**config.mk**
```make
export PLATFORM = sky130hd
export DESIGN_NAME = sld_ctrl
export DESIGN_NICKNAME = d
export VERILOG_FILES = /design/src/rtl/sld_pkg.sv /design/src/rtl/sld_ctrl.sv
export SDC_FILE = /design/constraint.sdc
export NUM_CORES = 1
export LEC_CHECK = 0
export BUFFER_PORTS_ARGS = -buffer_cell sky130_fd_sc_hd__buf_2
export CAP_MARGIN = 30
export CELL_PAD_IN_SITES_DETAIL_PLACEMENT = 0
export CELL_PAD_IN_SITES_GLOBAL_PLACEMENT = 1
export CORE_MARGIN = 5
export CORE_UTILIZATION = 45
export CTS_BUF_LIST = sky130_fd_sc_hd__clkbuf_16
export DETAILED_ROUTE_END_ITERATION = 7
export GPL_ROUTABILITY_DRIVEN = 0
export PLACE_DENSITY = 0.72
export SLEW_MARGIN = 20
export SYNTH_ARGS = -nofsm -noshare
export SYNTH_HDL_FRONTEND = slang
export SYNTH_SLANG_ARGS = --single-unit
```
**constraint.sdc**
```tcl
create_clock -name pclk -period 5.4 [get_ports pclk]
set_input_delay 1.35 -clock pclk [delete_from_list [all_inputs] [get_ports pclk]]
set_output_delay 1.35 -clock pclk [all_outputs]
set_load 0.1 [all_outputs]
```
**src/rtl/sld_pkg.sv**
```systemverilog
// Purpose: Shared constants and types for the segment display driver control block.
// Assumes: APB slave with 32-bit data, 200 MHz pclk.
// Notes: Control and power registers are 8 bits wide, held in the low byte of each word.
`default_nettype none

package sld_pkg;

   // ---------------------------------------------------------------
   // Register map
   // ---------------------------------------------------------------
   localparam logic [11:0] SLD_DISPLAY_CONTROL_OFFSET = 12'h000;
   localparam logic [11:0] SLD_DISPLAY_POWER_CONTROL_OFFSET = 12'h004;
   localparam logic [11:0] SLD_DISPLAY_MEMORY_OFFSET = 12'h100;
   localparam logic [11:0] SLD_STATUS_OFFSET = 12'h008;
   localparam logic [7:0] SLD_CONTROL_RESET = 8'h00;
   localparam logic [7:0] SLD_POWER_RESET = 8'h00;

   // ---------------------------------------------------------------
   // Field positions
   // ---------------------------------------------------------------
   localparam int SLD_ENABLE_POS = 0;
   localparam int SLD_BIAS_LO_POS = 1;
   localparam int SLD_TYPE_POS = 7;
   localparam int SLD_PUMP_LO_POS = 0;
   localparam int SLD_SUPPLY_POS = 3;
   localparam int SLD_DUTY_POS = 4;
   localparam logic [7:0] SLD_CONTROL_MASK = 8'h87;
   localparam logic [7:0] SLD_POWER_MASK = 8'h1B;

   // ---------------------------------------------------------------
   // Timing
   // ---------------------------------------------------------------
   localparam int SLD_SUB_DIVIDE = 8;
   localparam int SLD_NUM_COMMONS = 6;
   localparam int SLD_NUM_SEGMENTS = 38;

   // ---------------------------------------------------------------
   // Types
   // ---------------------------------------------------------------
   typedef enum logic [1:0] {
      SLD_PWR_RUN, SLD_PWR_IDLE_FAST, SLD_PWR_SLEEP, SLD_PWR_OTHER
   } sld_pwr_type;

   typedef struct packed {
      logic wave_type_b;
      logic [1:0] bias_current_code;
      logic display_enable_bit;
      logic duty_select_bit;
      logic supply_select_bit;
      logic [1:0] pump_voltage_code;
   } sld_cfg_type;

   typedef struct packed {
      logic display_reset;
      logic bias_path_on;
      logic pump_enable;
      logic [1:0] pump_voltage_code;
      logic [1:0] bias_current_code;
   } sld_analog_type;

endpackage : sld_pkg

`default_nettype wire

```
**src/rtl/sld_ctrl.sv**
```systemverilog
// Purpose: Control, reset and frame timing for an on-chip segment display driver.
// Assumes: One clock pclk; sub_clock_tick marks each sub clock edge; inputs synchronous.
// Notes: Drives per-line level codes; the analog network turns codes into voltages.
//
// The placing of the registers and the APB interface to the registers were chosen for this implementation.
`default_nettype none

module sld_ctrl #(
   parameter int NUM_SEGMENTS = sld_pkg::SLD_NUM_SEGMENTS
) (
   // Clock and reset
   input wire logic pclk,
   input wire logic presetn,
   // APB slave
   input wire logic psel,
   input wire logic penable,
   input wire logic pwrite,
   input wire logic [11:0] paddr,
   input wire logic [31:0] pwdata,
   input wire logic [3:0] pstrb,
   output logic [31:0] prdata,
   output logic pready,
   output logic pslverr,
   // Chip state
   input wire logic sleep_active,
   input wire logic chip_reset_active,
   input wire logic wdt_reset_in_low_power,
   input wire logic sub_clock_tick,
   // Analog controls and line drive
   output sld_pkg::sld_analog_type analog_ctrl,
   output logic [sld_pkg::SLD_NUM_COMMONS-1:0] com_release,
   output logic [2*sld_pkg::SLD_NUM_COMMONS-1:0] com_level,
   output logic [2*NUM_SEGMENTS-1:0] seg_level,
   output logic lines_float
);

   localparam int NC = sld_pkg::SLD_NUM_COMMONS;
   // Level codes of the third-bias ladder.
   localparam logic [1:0] LVL_GND = 2'h0;
   localparam logic [1:0] LVL_THIRD = 2'h1;
   localparam logic [1:0] LVL_TWO_THIRDS = 2'h2;
   localparam logic [1:0] LVL_FULL = 2'h3;

   // ---------------------------------------------------------------
   // Registers
   // ---------------------------------------------------------------
   logic [7:0] control_ff;
   logic [7:0] power_ff;
   logic [NC-1:0] pixel_mem [NUM_SEGMENTS];
   logic [2:0] div_ff;
   logic [2:0] slot_ff;
   logic phase_ff;
   logic frame_pol_ff;
   logic frame_tick;
   logic display_reset;
   logic chip_reset;
   logic quarter;
   logic [2:0] last_slot;
   logic wr_en;
   logic rd_en;
   logic [6:0] seg_index;
   logic [11:0] mem_off;
   logic mem_hit;

   // Returns the drive level of one line from its polarity pattern.
   function automatic logic [1:0] pick_level(input logic selected, input logic is_com,
                                             input logic pol);
      logic [1:0] lvl;
      lvl = LVL_GND;
      if (is_com) begin
         if (selected) begin
            lvl = pol ? LVL_FULL : LVL_GND;
         end else begin
            lvl = pol ? LVL_THIRD : LVL_TWO_THIRDS;
         end
      end else begin
         if (selected) begin
            lvl = pol ? LVL_GND : LVL_FULL;
         end else begin
            lvl = pol ? LVL_TWO_THIRDS : LVL_THIRD;
         end
      end
      return lvl;
   endfunction : pick_level

   // ---------------------------------------------------------------
   // Bus decode
   // ---------------------------------------------------------------
   // Zero-wait slave: every access completes in its first access cycle.
   assign pready = 1'b1;
   assign wr_en = psel && penable && pwrite;
   assign rd_en = psel && !pwrite;
   // The window is bounded on the full offset so that high addresses cannot alias.
   assign mem_off = paddr - sld_pkg::SLD_DISPLAY_MEMORY_OFFSET;
   assign seg_index = mem_off[8:2];
   assign mem_hit = (paddr >= sld_pkg::SLD_DISPLAY_MEMORY_OFFSET) &&
                    (mem_off < 12'(4 * NUM_SEGMENTS)) && (paddr[1:0] == 2'h0);
   assign pslverr = psel && penable &&
                    !(mem_hit || paddr == sld_pkg::SLD_DISPLAY_CONTROL_OFFSET ||
                      paddr == sld_pkg::SLD_DISPLAY_POWER_CONTROL_OFFSET ||
                      paddr == sld_pkg::SLD_STATUS_OFFSET);

   // Control register; reserved bits are never stored.
   always_ff @(posedge pclk or negedge presetn) begin
      if (!presetn) begin
         control_ff <= sld_pkg::SLD_CONTROL_RESET;
      end else if (wr_en && pstrb[0] && paddr == sld_pkg::SLD_DISPLAY_CONTROL_OFFSET) begin
         control_ff <= pwdata[7:0] & sld_pkg::SLD_CONTROL_MASK;
      end
   end

   // Power control register.
   always_ff @(posedge pclk or negedge presetn) begin
      if (!presetn) begin
         power_ff <= sld_pkg::SLD_POWER_RESET;
      end else if (wr_en && pstrb[0] && paddr == sld_pkg::SLD_DISPLAY_POWER_CONTROL_OFFSET) begin
         power_ff <= pwdata[7:0] & sld_pkg::SLD_POWER_MASK;
      end
   end

   // Display memory is not reset: its power-on content is left to software.
   always_ff @(posedge pclk) begin
      if (wr_en && pstrb[0] && mem_hit) begin
         pixel_mem[seg_index[5:0]] <= pwdata[NC-1:0];
      end
   end

   // Read data is registered; prdata updates in the setup cycle.
   always_ff @(posedge pclk or negedge presetn) begin
      if (!presetn) begin
         prdata <= 32'h0000_0000;
      end else if (rd_en && !penable) begin
         if (paddr == sld_pkg::SLD_DISPLAY_CONTROL_OFFSET) begin
            prdata <= {24'h00_0000, control_ff};
         end else if (paddr == sld_pkg::SLD_DISPLAY_POWER_CONTROL_OFFSET) begin
            prdata <= {24'h00_0000, power_ff};
         end else if (paddr == sld_pkg::SLD_STATUS_OFFSET) begin
            prdata <= {29'h0, slot_ff};
         end else if (mem_hit) begin
            // Commons 4 and 5 read zero in quarter duty.
            prdata <= {26'h0, pixel_mem[seg_index[5:0]] &
                       (quarter ? 6'h0F : 6'h3F)};
         end else begin
            prdata <= 32'h0000_0000;
         end
      end
   end

   // ---------------------------------------------------------------
   // Reset status
   // ---------------------------------------------------------------
   // A watchdog reset raised while idle or asleep does not float the lines.
   assign chip_reset = chip_reset_active && !wdt_reset_in_low_power;
   // Sleep overrides the enable; the enable acts only when awake.
   assign display_reset = !control_ff[sld_pkg::SLD_ENABLE_POS] || sleep_active;
   assign lines_float = chip_reset;
   assign quarter = !power_ff[sld_pkg::SLD_DUTY_POS];
   assign last_slot = quarter ? 3'd3 : 3'd5;
   assign com_release = quarter ? 6'b110000 : 6'b000000;

   // Analog controls.
   always_ff @(posedge pclk or negedge presetn) begin
      if (!presetn) begin
         analog_ctrl <= '0;
      end else begin
         analog_ctrl.display_reset <= display_reset || chip_reset;
         analog_ctrl.bias_path_on <= !(display_reset || chip_reset);
         analog_ctrl.pump_enable <= power_ff[sld_pkg::SLD_SUPPLY_POS] &&
            !(display_reset || chip_reset);
         // The voltage code means nothing while the external pin supplies power.
         analog_ctrl.pump_voltage_code <= power_ff[sld_pkg::SLD_SUPPLY_POS] ?
            power_ff[sld_pkg::SLD_PUMP_LO_POS +: 2] : 2'h0;
         analog_ctrl.bias_current_code <= control_ff[sld_pkg::SLD_BIAS_LO_POS +: 2];
      end
   end

   // ---------------------------------------------------------------
   // Frame timing
   // ---------------------------------------------------------------
   assign frame_tick = sub_clock_tick && (div_ff == 3'(sld_pkg::SLD_SUB_DIVIDE - 1));

   // Divides the sub clock by eight.
   always_ff @(posedge pclk or negedge presetn) begin
      if (!presetn) begin
         div_ff <= 3'h0;
      end else if (display_reset || chip_reset) begin
         div_ff <= 3'h0;
      end else if (sub_clock_tick) begin
         div_ff <= div_ff + 3'h1;
      end
   end

   // Slot counter with half-slot phase; type A flips mid-slot, type B per frame.
   always_ff @(posedge pclk or negedge presetn) begin
      if (!presetn) begin
         slot_ff <= 3'h0;
         phase_ff <= 1'b0;
         frame_pol_ff <= 1'b0;
      end else if (display_reset || chip_reset) begin
         slot_ff <= 3'h0;
         phase_ff <= 1'b0;
         frame_pol_ff <= 1'b0;
      end else if (frame_tick) begin
         phase_ff <= !phase_ff;
         if (phase_ff) begin
            if (slot_ff >= last_slot) begin
               slot_ff <= 3'h0;
               frame_pol_ff <= !frame_pol_ff;
            end else begin
               slot_ff <= slot_ff + 3'h1;
            end
         end
      end
   end

   // ---------------------------------------------------------------
   // Line levels
   // ---------------------------------------------------------------
   // Levels come from flip-flops so that lines never glitch between codes.
   always_ff @(posedge pclk or negedge presetn) begin
      logic pol;
      pol = 1'b0;
      if (!presetn) begin
         com_level <= '0;
         seg_level <= '0;
      end else if (display_reset || chip_reset) begin
         com_level <= '0;
         seg_level <= '0;
      end else begin
         pol = control_ff[sld_pkg::SLD_TYPE_POS] ? frame_pol_ff : phase_ff;
         for (int c = 0; c < NC; c++) begin
            com_level[2*c +: 2] <= (quarter && c >= 4) ? LVL_GND :
               pick_level(slot_ff == 3'(c), 1'b1, pol);
         end
         for (int s = 0; s < NUM_SEGMENTS; s++) begin
            seg_level[2*s +: 2] <= pick_level(pixel_mem[s][slot_ff], 1'b0, pol);
         end
      end
   end

endmodule : sld_ctrl

`default_nettype wire

```
* Word-level counts from Yosys, hierarchy flattened
Memories as Yosys holds them, arrays and structs flattened.
Cells that the tools add are included.
** Storage, ports and cells
- Input bits :: 57
- Bits in writable memories :: 228
- Output and inout bits :: 136
- Bits in registers :: 143
- Memories kept :: 1
** Operators by class
- Bitwise operators :: 1
- Eq/ne operators :: 8
- $lt $le $gt $ge :: 4
- Reductions and logical operators :: 36
- $add $sub $neg :: 3
- Multiplexer cells :: 151
** Memory list
- pixel_mem :: depth 38, width 6, read ports 39, clocked after Yosys merged registers in 0, wr ports 1, line sld_ctrl.sv:49 : logic [NC-1:0] pixel_mem [NUM_SEGMENTS];
** Operators with widths (number)
- $bmux W1 S3 :: 38
- $mux W2 :: 51
- $mux W76 :: 1
- $mux W32 :: 2
- $mux W1 :: 47
- $mux W6 :: 4
- $mux W3 :: 7
- $logic_and A1 B1 Y1 :: 14
- $eq A12 B3 Y1 const B :: 1
- $eq A12 B4 Y1 const B :: 1
- $ge A12 B9 Y1 const B :: 1
- $logic_not A12 Y1 :: 1
- $lt A12 B8 Y1 const B :: 1
- $mux W12 :: 1
- $sub A12 B9 Y12 const B :: 1
- $eq A3 B3 Y1 const B :: 3
- $logic_not A1 Y1 :: 8
- $reduce_bool A2 Y1 :: 4
- $add A3 B1 Y3 const B :: 2
- $and A6 B6 Y6 :: 1
- $eq A3 B2 Y1 const B :: 2
- $logic_or A1 B1 Y1 :: 5
- $lt A3 B4 Y1 const B :: 1
- $eq A3 B1 Y1 const B :: 1
- other kinds (5) :: 5

* Longest topological paths before layout
Gate-level depths: netlist of run 1.
- Word-level depth :: 9
- Depth in mapped cells :: 10
- Depth with buffers taken out :: 7

* Worst setup path after synthesis of run 1
OpenSTA, ideal clock, no wires.
- Path kind :: input-to-output
- Start :: input port paddr[2]
- End :: output port pslverr
- Required time :: 4050 ps
- Arrival time :: 4502 ps
- Stages :: 8
- Path slack :: -452 ps
- Cell sequence :: buf_6 -> buf_4 -> buf_6 -> buf_4 -> and2b_1 -> nand3_1 -> nand3_1 -> nor3_1
** Between the ends
- Word-level cells in the longest chain between the ends :: 9
** RTL lines
- start: declaration :: line sld_ctrl.sv:18 : input wire logic [11:0] paddr,
- $sub A12 B9 Y12 :: line sld_ctrl.sv:94 : assign mem_off = paddr - sld_pkg::SLD_DISPLAY_MEMORY_OFFSET;
- $lt A12 B8 Y1 :: line sld_ctrl.sv:97 : (mem_off < 12'(4 * NUM_SEGMENTS)) && (paddr[1:0] == 2'h0);
- $logic_and A1 B1 Y1 :: line sld_ctrl.sv:96 : assign mem_hit = (paddr >= sld_pkg::SLD_DISPLAY_MEMORY_OFFSET) &&
- $logic_and A1 B1 Y1 :: line sld_ctrl.sv:97
- $logic_or A1 B1 Y1 (2 in a row) :: line sld_ctrl.sv:99 : !(mem_hit || paddr == sld_pkg::SLD_DISPLAY_CONTROL_OFFSET ||
- $logic_or A1 B1 Y1 * :: line sld_ctrl.sv:100 : paddr == sld_pkg::SLD_DISPLAY_POWER_CONTROL_OFFSET ||
- $logic_not A1 Y1 * :: line sld_ctrl.sv:99
- $logic_and A1 B1 Y1 * :: line sld_ctrl.sv:98 : assign pslverr = psel && penable &&
- end: declaration :: line sld_ctrl.sv:23 : output logic pslverr,
Every way passes the cells marked *; elsewhere a longest branch is shown, timed or not.

* Worst setup path after layout of run 1
- Start :: input port paddr[4]
- End :: output port pslverr
The elaborated chain is that of the path after synthesis.

==> qor_table.md, run 1 <==
| Group | Parameter | This run |
|:---|:---|:---|
| global route | Maximum number of pins on one net before global-route repair | 65 |
| synthesis | Number of enable-type register cells in the synthesized netlist | 280 |
| place | Area post-placement | 17500 um^2 |
| floorplanning | Effective utilization at floorplan | 45.4% |
| critical path | Worst Setup Path Type | primary input to primary output |
| critical path | Startpoint type of the worst setup path | primary input |
| synthesis | Warning count from the yosys run | 0 |
| global route | Global-route wire length before repair | 64000 um |
| detailed routing | Final WL | 43700 um |
| cells and area | Final non-filler cell area | 18900 um^2 |
| synthesis | Proportion of synthesized flip-flops having asynchronous set or reset | 21.6% |
| pwr | Part of the total power dissipated in the clock network | 43.9% |
| sta | Time the final worst path needs with I/O delays and setup | 4.86 ns |
| global route | Global-route total usage across every layer | 21.1% |
| detailed routing | First-pass iteration count of the detailed router | 5 |
| pwr | Total leakage power | 7.11 nW |
| flow run | Count of maximum capacitance violations | 0 |
| sta | Slew Limit Fails | 0 |
| synthesis | Dominant cells by area after synthesis | edfxtp_1 51%, mux4_2 13%, dfrtp_1 12%, mux2i_1 4.4%, buf_4 3.5% |
| sta | Post-route clock period utilization | 90.0% |
| detailed routing | Post-route DRC violation count | 0 |
| synthesis | Gate Count Post-Synth | 1089 |
| clock tree | Sinks on the clock net | 357 |
| critical path | Worst path required time | 4.05 ns |
| sta | Aggregate negative setup slack | 0 ns |
| clock tree | Number of setup buffers added after CTS | 0 |
| global route | Via count of the first global-routing pass | 9782 |
| synthesis | Distinct cell type count after synthesis | 58 |
| cells and area | Total Nets Final | 1298 |
| floorplanning | Number of standard-cell rows in the floorplan | 70 |
| clock tree | Cts hold-fix bufs | 0 |
| pwr | Net switching share of the total power | 22.4% |
| floorplanning | Die outline area | 40700 um^2 |
| cells and area | Area growth from synthesis to final layout | 14.3% |
| global route | Grt ovf | 0 |
| synthesis | FF+latch count, synth | 357 |
| detailed routing | Final routed wire length divided by cell count | 25.3 um |
| cells and area | Antenna Diode Count | 0 |
| worst hold path | Class of the worst hold path | flop to flop |
| sta | Final clock skew | 0.0209 ns |
| synthesis | Share of the yosys chip area belonging to registers | 62.5% |
| synthesis | Most common cell in the netlist | edfxtp_1 |
| pwr | Power per Cell Area | 321 nW/um^2 |
| clock tree | H-Tree Depth | 2 |
| clock tree | TritonCTS buffer count | 39 |
| sta | Slew Limit Headroom | 46.6% |
| sta | Slew at the pin closest to its max-slew limit | 0.801 ns |
| synthesis | Commonest cells in the netlist | 280 x edfxtp_1, 104 x nor2_1, 99 x mux4_2 |
| pwr | Total net switching power | 1.36 mW |
| global route | Initial antenna violation count | 1 |
| floorplanning | Core Box Area | 36400 um^2 |
| cells and area | Layout cells sized above 1 | 26.3% |
| clock tree | CTS tree | built |
| clock tree | Number of buffers on the longest clock path | 3 |
| detailed routing | Total vias in the final route | 9876 |
| synthesis | Synthesized cell area | 16500 um^2 |
| critical path | Critical path endpoint category | primary output |
| place | Number of I/O port buffers | 134 |
| synthesis | Prevailing post-synth register cell | edfxtp_1 |
| detailed routing | Number of DRC markers after the initial detailed-route iteration | 974 |
| clock tree | Clock latency on the worst-skew pair | 0.53 ns |
| place | DP Wirelength | 29100 um |
| synthesis | Cell type with the largest total area after synthesis | edfxtp_1 |
| pwr | Comb power frac | 6.5% |
| floorplanning | Chip Width | 202 um |
| sta | Endpoints failing hold | 0 |
| floorplanning | Die Y | 202 um |
| clock tree | Clk pin slew, worst setup/hold paths | 0.06 ns |
| sta | Setup repair after global routing missed its margin | false |
| synthesis | Mean cell area of the mapped netlist | 15.2 um^2 |
| pwr | Worst vdd rail ir drop | 0.201 mV |
| sta | Setup-failing EPs final | 0 |
| pwr | Cell-internal power | 4.71 mW |
| sta | Peak Freq | 206 MHz |
| critical path | Critical path data arrival time | 3.51 ns |
| pwr | Power share of the sequential group | 49.6% |
| clock tree | Post_cts resized | 0 |
| outcome | Outcome | finished, final reports clean |
| floorplanning | Top-level port count | 193 |
| clock tree | Clk Tree Root Cell | clkbuf_16 |
| synthesis | Portion of synthesized cell area occupied by the leading cell type | 50.8% |
| detailed routing | ANT nets after route | 0 |
| critical path | Top fanout value on the critical path | 23 |
| detailed routing | Average via count per standard cell | 5.72 |
## cells by family (layout without fill, tap and decap cells)
logic type | Yosys count | in the layout | share of synthesized area (%)
flip-flops | 357 | 357 | 62.5
AO/OA/AOI/OAI | 95 | 95 | 3.59
buffers and inverters | 153 | 244 | 5.53
other | 2 | 82 | 0.0454
AND/OR/NAND/NOR | 245 | 245 | 6.68
multiplexers | 182 | 182 | 18.6
adder cells (fa/ha/maj) | 9 | 9 | 0.681
XOR/XNOR | 46 | 46 | 2.44
## critical path, cell delays in order
cell and delay (ns):
buf_2 0.20, buf_4 0.27, or3b_1 0.59, nor4_1 0.73, nor3_2 0.14, buf_12 0.21
## stage by stage
step	hold slack [ns]	util [%]	power, mW	cells	worst slack, ns
2_1_floorplan	0.367	-	3.33	1169	0.393
3_3_place_gp	0.397	47.8	3.44	1650	0.639
3_5_place_dp	0.411	48.1	3.46	1654	0.579
4_1_cts	0.412	51.6	6.11	1723	0.584
5_1_grt	0.418	51.9	6.25	1728	0.515
6_report	0.411	51.9	6.07	1728	0.541
## power by group through the flow
stage | clock (mW) | combinational (mW) | sequential [mW]
floorplan | 0 | 0.256 | 3.08
global placement | 0 | 0.376 | 3.07
detailed placement | 0 | 0.386 | 3.07
CTS | 2.71 | 0.387 | 3.01
global route | 2.83 | 0.412 | 3.01
finish | 2.67 | 0.393 | 3.01
## metal layers
| metal | GRT usage (%) | vias to the layer above | routed length [um] |
|---|---|---|---|
| met1 | 28.7 | 5036 | 17700 |
| li1 | - | 4259 | - |
| met4 | 6.03 | 0 | 1190 |
| met5 | 0 | - | 0 |
| met2 | 34.1 | 511 | 21000 |
| met3 | 5.24 | 70 | 3830 |
## final cells by class
class | count | area [um^2]
inverter | 14 | 52.6
fill | 3049 | 17500
sequential | 357 | 10300
timing repair buffer | 161 | 1050
clock buffer | 41 | 1030
multi-input combinational | 659 | 5610
clock inverter | 28 | 246
tap | 468 | 586
## path summary, 6_finish.rpt
path / start / end / slack, ns / cells past startpoint
max: paddr[4] / pslverr / 0.54 / 6
max reg2reg: slot_ff[0]$_DFFE_PN0P_ / seg_level[73]$_DFF_PN0_ / 2.76 / 6
min: control_ff[1]$_DFFE_PN0P_ / analog_ctrl[0]$_DFF_PN0_ / 0.41 / 0
min in group asynchronous: presetn / seg_level[11]$_DFF_PN0_ / 0.84 / 1
min reg2reg: control_ff[1]$_DFFE_PN0P_ / analog_ctrl[0]$_DFF_PN0_ / 0.41 / 0
max in group asynchronous: presetn / seg_level[73]$_DFF_PN0_ / 3.61 / 2
## layout by cell type (no fill, tap or decap), types with 3 or more instances in the layout
cell,n
mux2_1,3
buf_2,130
clkbuf_16,41
nand2_1,70
xor2_1,41
inv_1,19
nor2_1,104
nor3_1,6
clkinv_2,4
nand3b_1,4
edfxtp_1,280
mux4_2,99
a31oi_1,3
nand2b_1,3
nor3b_1,3
o21ai_0,45
mux2_2,7
or3_1,5
buf_16,5
conb_1,82
a22oi_1,12
or3b_2,6
and2_1,3
xnor2_1,5
ha_1,9
nor2b_1,8
a21oi_1,7
mux2i_1,72
buf_12,5
o21ai_1,3
dfrtp_1,75
bufinv_16,5
clkinv_1,12
o22ai_1,3
nand4_1,5
nand3_1,15
o2111ai_1,3
buf_4,21
## registers in the layout, summed over array words and instances (netlist names)
name and count:
pixel_mem 280, div_ff 3, power_ff 4, slot_ff 3, com_level 8, frame_pol_ff 1
analog_ctrl 7, seg_level 39, control_ff 4, phase_ff 1, prdata 7
(Power assumes the default switching activity.)
==> run 2: changes to the inputs <==
Clock period 5.4 ns to 6 ns, I/O delays scaled along.
==> qor_table.md, run 2 (synthesis results as in run 1) <==
| Group | Parameter | This run |
|:---|:---|:---|
| floorplanning | Die outline area | 40700 um^2 |
| pwr | Total leakage power | 7.02 nW |
| sta | Slew Limit Fails | 0 |
| critical path | Series of cell instances along the critical path | buf_4, or3_1, or4_1, nand3_1, nor3_2, buf_2 |
| floorplanning | Chip Width | 202 um |
| critical path | Top fanout value on the critical path | 15 |
| pwr | Worst vdd rail ir drop | 0.146 mV |
| critical path | Critical path data arrival time | 3.58 ns |
| sta | Endpoints failing hold | 0 |
| global route | Via count of the first global-routing pass | 9754 |
| critical path | Endpoint of the lowest-slack register-to-register path | seg_level[73]$_DFF_PN0_ |
| floorplanning | Die Y | 202 um |
| worst hold path | Hold Startpoint | control_ff[1]$_DFFE_PN0P_ |
| cells and area | Most common library cell in the layout ignoring fill and taps | edfxtp_1 |
| global route | Initial antenna violation count | 2 |
| place | Post-placement setup slack | 0.958 ns |
| global route | Global-route total usage across every layer | 20.9% |
| detailed routing | ANT nets after route | 0 |
| detailed routing | Post-route DRC violation count | 0 |
| detailed routing | Number of DRC markers after the initial detailed-route iteration | 794 |
| detailed routing | Total vias in the final route | 9820 |
| floorplanning | Core Box Area | 36400 um^2 |
| clock tree | TritonCTS buffer count | 38 |
| cells and area | Max reg flops | 280 |
| clock tree | Sinks on the clock net | 357 |
| cells and area | Total Nets Final | 1291 |
| worst hold path | Cell depth of the worst min-delay path | 0 |
| pwr | Post-layout total power | 5.21 mW |
| place | DP Wirelength | 28600 um |
| clock tree | Number of buffers on the longest clock path | 3 |
| cells and area | Core utilization of the finished layout | 51.2% |
| clock tree | H-Tree Depth | 2 |
| worst hold path | Hold Path Sink | analog_ctrl[0]$_DFF_PN0_ |
| sta | Post-route worst setup slack | 0.922 ns |
| sta | Post-route clock period utilization | 84.6% |
| flow run | Count of maximum capacitance violations | 0 |
| clock tree | Post_cts resized | 0 |
| detailed routing | Final WL | 42900 um |
| sta | Peak Freq | 197 MHz |
| sta | Final clock skew | 0.0116 ns |
| global route | Global-route wire length before repair | 64200 um |
| clock tree | Clk pin slew, worst setup/hold paths | 0.06 ns |
| critical path | Startpoint type of the worst setup path | primary input |
| floorplanning | Number of standard-cell rows in the floorplan | 70 |
| floorplanning | Effective utilization at floorplan | 45.4% |
| sta | Setup repair after global routing missed its margin | false |
| critical path | Cell depth of the worst flop-to-flop path | 6 |
| cells and area | Layout cells sized above 1 | 26.0% |
| sta | Time the final worst path needs with I/O delays and setup | 5.08 ns |
| clock tree | Clock latency on the worst-skew pair | 0.53 ns |
| cells and area | Area growth from synthesis to final layout | 12.8% |
| sta | Slew Limit Headroom | 36.1% |
| pwr | Power per Cell Area | 279 nW/um^2 |
| clock tree | CTS tree | built |
| floorplanning | Top-level port count | 193 |
| outcome | Outcome | finished, final reports clean |
| worst hold path | Class of the worst hold path | flop to flop |
| sta | Slew at the pin closest to its max-slew limit | 0.957 ns |
| critical path | Register-to-register path setup slack | 2.96 ns |
| detailed routing | Average via count per standard cell | 5.69 |
| critical path | Worst path required time | 4.50 ns |
| global route | Maximum number of pins on one net before global-route repair | 65 |
| sta | Aggregate negative setup slack | 0 ns |
| clock tree | Cts hold-fix bufs | 0 |
| critical path | Worst reg2reg path startpoint | slot_ff[0]$_DFFE_PN0P_ |
| critical path | Critical path endpoint category | primary output |
| global route | Grt ovf | 0 |
| detailed routing | Final routed wire length divided by cell count | 24.9 um |
| clock tree | Number of setup buffers added after CTS | 0 |
| cells and area | Most frequent cells in the layout | 280 x edfxtp_1, 131 x buf_2, 104 x nor2_1 |
| sta | Setup-failing EPs final | 0 |
| clock tree | Clk Tree Root Cell | clkbuf_16 |
| critical path | Delay of the slowest critical-path stage | 0.72 ns |
| critical path | Worst-path cell with the longest stage delay | or4_1 |
| detailed routing | First-pass iteration count of the detailed router | 7 |
| critical path | Worst Setup Path Type | primary input to primary output |
| place | Number of I/O port buffers | 134 |
==> run 2: cell types whose count changed in the layout (fill, tap and decap cells not counted), moves of 2 or more <==
cell	delta
clkinv_2	+4
diode_2	+2
bufinv_16	-5
buf_4	-2
buf_12	-3
clkinv_1	-6
buf_16	-2
inv_1	+7
==> run 2: power by group <==
part	switching (mW)	internal [mW]	leakage, nW
clock	0.929	1.23	0.620
combinational	0.256	0.0878	2.79
sequential	0.00686	2.70	3.61
total	1.19	4.02	7.02
==> run 2: final cells by class <==
| class | count | area (um^2) |
|---|---|---|
| well taps | 468 | 586 |
| clock buffers | 41 | 1030 |
| fillers | 3050 | 17800 |
| diodes | 2 | 5.00 |
| repair buffers | 155 | 921 |
| multi-input cells | 659 | 5610 |
| clock inverters | 29 | 123 |
| inverters | 14 | 52.6 |
| flip-flops and latches | 357 | 10300 |
==> run 2: how the worst max path moves through the flow <==
stage / cells after the start / to / start
after detailed placement: 6 / pslverr / paddr[3]
after global routing: 7 / pslverr / paddr[3]
after CTS: 6 / pslverr / paddr[3]
after global placement: 7 / pslverr / paddr[3]
after floorplan: 8 / pslverr / paddr[2]
final: 6 / pslverr / paddr[3]
==> run 2: worst max-delay path: cells and delay by family <==
kind                   cells  cell delay (ns)
buffers and inverters      2             0.51
and+or+nand+nor            4             1.54
==> run 2: routing by layer <==
| layer | vias to the layer above | routed length (um) | track usage (%) |
|---|---|---|---|
| li1 | 4247 | - | - |
| met1 | 5051 | 18300 | 29.7 |
| met2 | 447 | 20100 | 32.8 |
| met3 | 75 | 3550 | 4.56 |
| met4 | 0 | 1060 | 5.69 |
| met5 | - | 0 | 0 |
==> run 2: per-stage QoR <==
stage                     cells  hold WS (ns)  instance area [um^2]
final                      1725         0.439                 18700
after global routing       1724         0.449                 18700
after CTS                  1721         0.432                 18600
after detailed placement   1651         0.400                 17500
after global placement     1648         0.398                 17400
after floorplan            1169         0.367                 16800
==> run 3: changes to the inputs <==
Settings changed: ABC_AREA from default to 1, PLACE_DENSITY 0.72 to 0.76.
Clock period 6 ns to 5.3 ns, I/O delays scaled along.
==> qor_table.md, run 3 <==
| Group | Parameter | This run |
|:---|:---|:---|
| pwr | Worst vdd rail ir drop | 0.247 mV |
| sta | Setup repair after global routing missed its margin | false |
| detailed routing | DR WL met2 | 25800 um |
| floorplanning | Number of standard-cell rows in the floorplan | 76 |
| synthesis | Prevailing post-synth register cell | edfxtp_1 |
| global route | Via count of the first global-routing pass | 13.8k |
| place | DP Cell Count | 2664 |
| sta | Slew Limit Headroom | 32.9% |
| synthesis | Share of the yosys chip area belonging to registers | 63.0% |
| critical path | Worst Setup Path Type | primary input to primary output |
| floorplanning | Top-level port count | 193 |
| floorplanning | Effective utilization at floorplan | 45.4% |
| sta | Slew Limit Fails | 0 |
| cells and area | Most frequent cells in the layout | 415 x nand2_1, 344 x edfxtp_1, 188 x nor2_1 |
| critical path | Endpoint of the lowest-slack register-to-register path | seg_level[61]$_DFF_PN0_ |
| clock tree | CTS tree | built |
| sta | Slew at the pin closest to its max-slew limit | 1.01 ns |
| cells and area | Most common library cell in the layout ignoring fill and taps | nand2_1 |
| clock tree | Post_cts resized | 0 |
| sta | Peak Freq | 223 MHz |
| cells and area | Final non-filler cell area | 22100 um^2 |
| detailed routing | First-pass iteration count of the detailed router | 7 |
| clock tree | Cts hold-fix bufs | 0 |
| critical path | Cell depth of the worst flop-to-flop path | 7 |
| sta | Post-route worst setup slack | 0.824 ns |
| place | Post-placement setup slack | 0.816 ns |
| synthesis | FF+latch count, synth | 421 |
| synthesis | Distinct cell type count after synthesis | 39 |
| worst hold path | Hold Path Sink | analog_ctrl[1]$_DFF_PN0_ |
| pwr | Power per Cell Area | 324 nW/um^2 |
| cells and area | Post-layout instance count excluding filler cells | 2747 |
| pwr | Post-layout total power | 7.17 mW |
| pwr | Total leakage power | 9.23 nW |
| cells and area | Total Nets Final | 2193 |
| floorplanning | Die Y | 218 um |
| detailed routing | Number of DRC markers after the initial detailed-route iteration | 1400 |
| global route | Maximum number of pins on one net before global-route repair | 78 |
| synthesis | Commonest cells in the netlist | 415 x nand2_1, 344 x edfxtp_1, 190 x nor2_1 |
| synthesis | Gate Count Post-Synth | 1950 |
| worst hold path | Class of the worst hold path | flop to flop |
| synthesis | Most common cell in the netlist | nand2_1 |
| cells and area | Max reg flops | 344 |
| synthesis | Portion of synthesized cell area occupied by the leading cell type | 53.1% |
| cells and area | Core utilization of the finished layout | 51.5% |
| outcome | Outcome | finished, final reports clean |
| synthesis | Proportion of synthesized flip-flops having asynchronous set or reset | 18.3% |
| cells and area | Area growth from synthesis to final layout | 13.6% |
| place | Number of I/O port buffers | 134 |
| detailed routing | Final routed wire length divided by cell count | 20.2 um |
| clock tree | Sinks on the clock net | 421 |
| clock tree | Clk Tree Root Cell | clkbuf_16 |
| detailed routing | ANT nets after route | 0 |
| worst hold path | Hold Startpoint | control_ff[2]$_DFFE_PN0P_ |
| critical path | Top fanout value on the critical path | 8 |
| critical path | Worst reg2reg path startpoint | slot_ff[0]$_DFFE_PN0P_ |
| critical path | Startpoint type of the worst setup path | primary input |
| critical path | Critical path endpoint category | primary output |
| critical path | Critical path data arrival time | 3.15 ns |
| detailed routing | Detailed-routed wire length on met3 | 4910 um |
| global route | Global-route total usage across every layer | 23.0% |
| detailed routing | Post-route DRC violation count | 0 |
| synthesis | Synthesized cell area | 19500 um^2 |
| floorplanning | Chip Width | 218 um |
| clock tree | Number of buffers on the longest clock path | 3 |
| detailed routing | Highest metal layer with signal wires | met4 |
| global route | Global-route wire length before repair | 83400 um |
| clock tree | Clk pin slew, worst setup/hold paths | 0.06 ns |
| place | DP Wirelength | 35100 um |
| sta | Fin Hold WS | 0.416 ns |
| clock tree | H-Tree Depth | 2 |
| global route | Grt ovf | 0 |
| worst hold path | Cell depth of the worst min-delay path | 0 |
| sta | Final clock skew | 0.0192 ns |
| global route | Initial antenna violation count | 0 |
| sta | Aggregate negative setup slack | 0 ns |
| floorplanning | Core Box Area | 42900 um^2 |
| synthesis | Cell type with the largest total area after synthesis | edfxtp_1 |
| clock tree | TritonCTS buffer count | 45 |
| detailed routing | Total vias in the final route | 14.7k |
| flow run | Count of maximum capacitance violations | 0 |
| sta | Post-route clock period utilization | 84.4% |
| clock tree | Clock latency on the worst-skew pair | 0.57 ns |
| cells and area | Filler cell count in the final layout | 3974 |
| synthesis | Dominant cells by area after synthesis | edfxtp_1 53%, dfrtp_1 9.9%, nand2_1 8.0%, o21ai_0 4.7%, nand3_1 4.6% |
| sta | Endpoints failing hold | 0 |
| sta | Time the final worst path needs with I/O delays and setup | 4.48 ns |
| clock tree | Number of setup buffers added after CTS | 0 |
| synthesis | Mean cell area of the mapped netlist | 9.98 um^2 |
| critical path | Register-to-register path setup slack | 2.01 ns |
| critical path | Worst path required time | 3.97 ns |
| synthesis | Number of enable-type register cells in the synthesized netlist | 344 |
| sta | Setup-failing EPs final | 0 |
| detailed routing | Average via count per standard cell | 5.35 |
| floorplanning | Die outline area | 47500 um^2 |
| detailed routing | M1 wire length | 23300 um |
| detailed routing | Final WL | 55500 um |
| synthesis | Warning count from the yosys run | 0 |
| place | Area post-placement | 20700 um^2 |
| cells and area | Layout cells sized above 1 | 12.3% |
==> run 3: changes by cell type after synthesis, moves of 25 or more <==
cell	change
inv_1	+104
xor2_1	-39
nor2_1	+86
buf_2	+29
a21oi_1	+108
mux4_2	-99
o211ai_1	+25
mux2i_1	-73
o21ai_0	+136
nand3_1	+163
nand2_1	+344
edfxtp_1	+64
==> run 3: worst max-delay path by stage <==
stage / start / endpoint / slack (ns) / depth (start not counted)
3_5_place_dp: paddr[6] / pslverr / 0.82 / 10
2_1_floorplan: paddr[5] / pslverr / 0.70 / 9
5_1_grt: paddr[6] / pslverr / 0.72 / 10
4_1_cts: paddr[6] / pslverr / 0.81 / 10
6_report: paddr[6] / pslverr / 0.82 / 10
3_3_place_gp: paddr[6] / pslverr / 0.84 / 10
==> run 3: kinds of logic after synthesis <==
| group | after synthesis | share of synthesized area, % |
|---|---|---|
| and+or+nand+nor | 828 | 17.8 |
| DFF | 421 | 63.0 |
| muxes | 2 | 0.116 |
| other | 2 | 0.0386 |
| xor gates and xnor gates | 3 | 0.135 |
| AOI/OAI and AO/OA | 372 | 10.4 |
| adders and majority gates | 9 | 0.579 |
| buffers and inverters | 313 | 7.91 |
==> run 3: area by class of cell <==
class | instances | area (um^2) | area share (%)
Clock inverter | 33 | 199 | 0.900
Clock buffer | 48 | 1200 | 5.43
Timing Repair Buffer | 171 | 1000 | 4.53
Antenna cell | 1 | 2.50 | 0.0113
Multi-Input combinational cell | 1360 | 6230 | 28.2
Inverter | 128 | 480 | 2.17
Tap cell | 585 | 732 | 3.31
Sequential cell | 421 | 12300 | 55.5
==> run 3: worst max-delay path, cell delays in order <==
cell     delay (ns)
buf_2          0.13
nor2_4         0.29
nand2_1        0.17
inv_1          0.13
nand3_1        0.27
nor2_2         0.35
inv_1          0.10
nand2_1        0.11
nor3_2         0.07
buf_12         0.18
==> run 3: where the power goes <==
group / switching, mW / internal, mW
Clock: 1.26 / 1.72
Combinational: 0.409 / 0.0959
Sequential: 0.0176 / 3.66
Total: 1.68 / 5.48
==> run 3: per-layer routing <==
layer | vias up | global-route usage [%]
met5 | - | 0
li1 | 6849 | -
met3 | 96 | 4.10
met4 | 0 | 7.54
met1 | 7075 | 32.1
met2 | 686 | 36.9
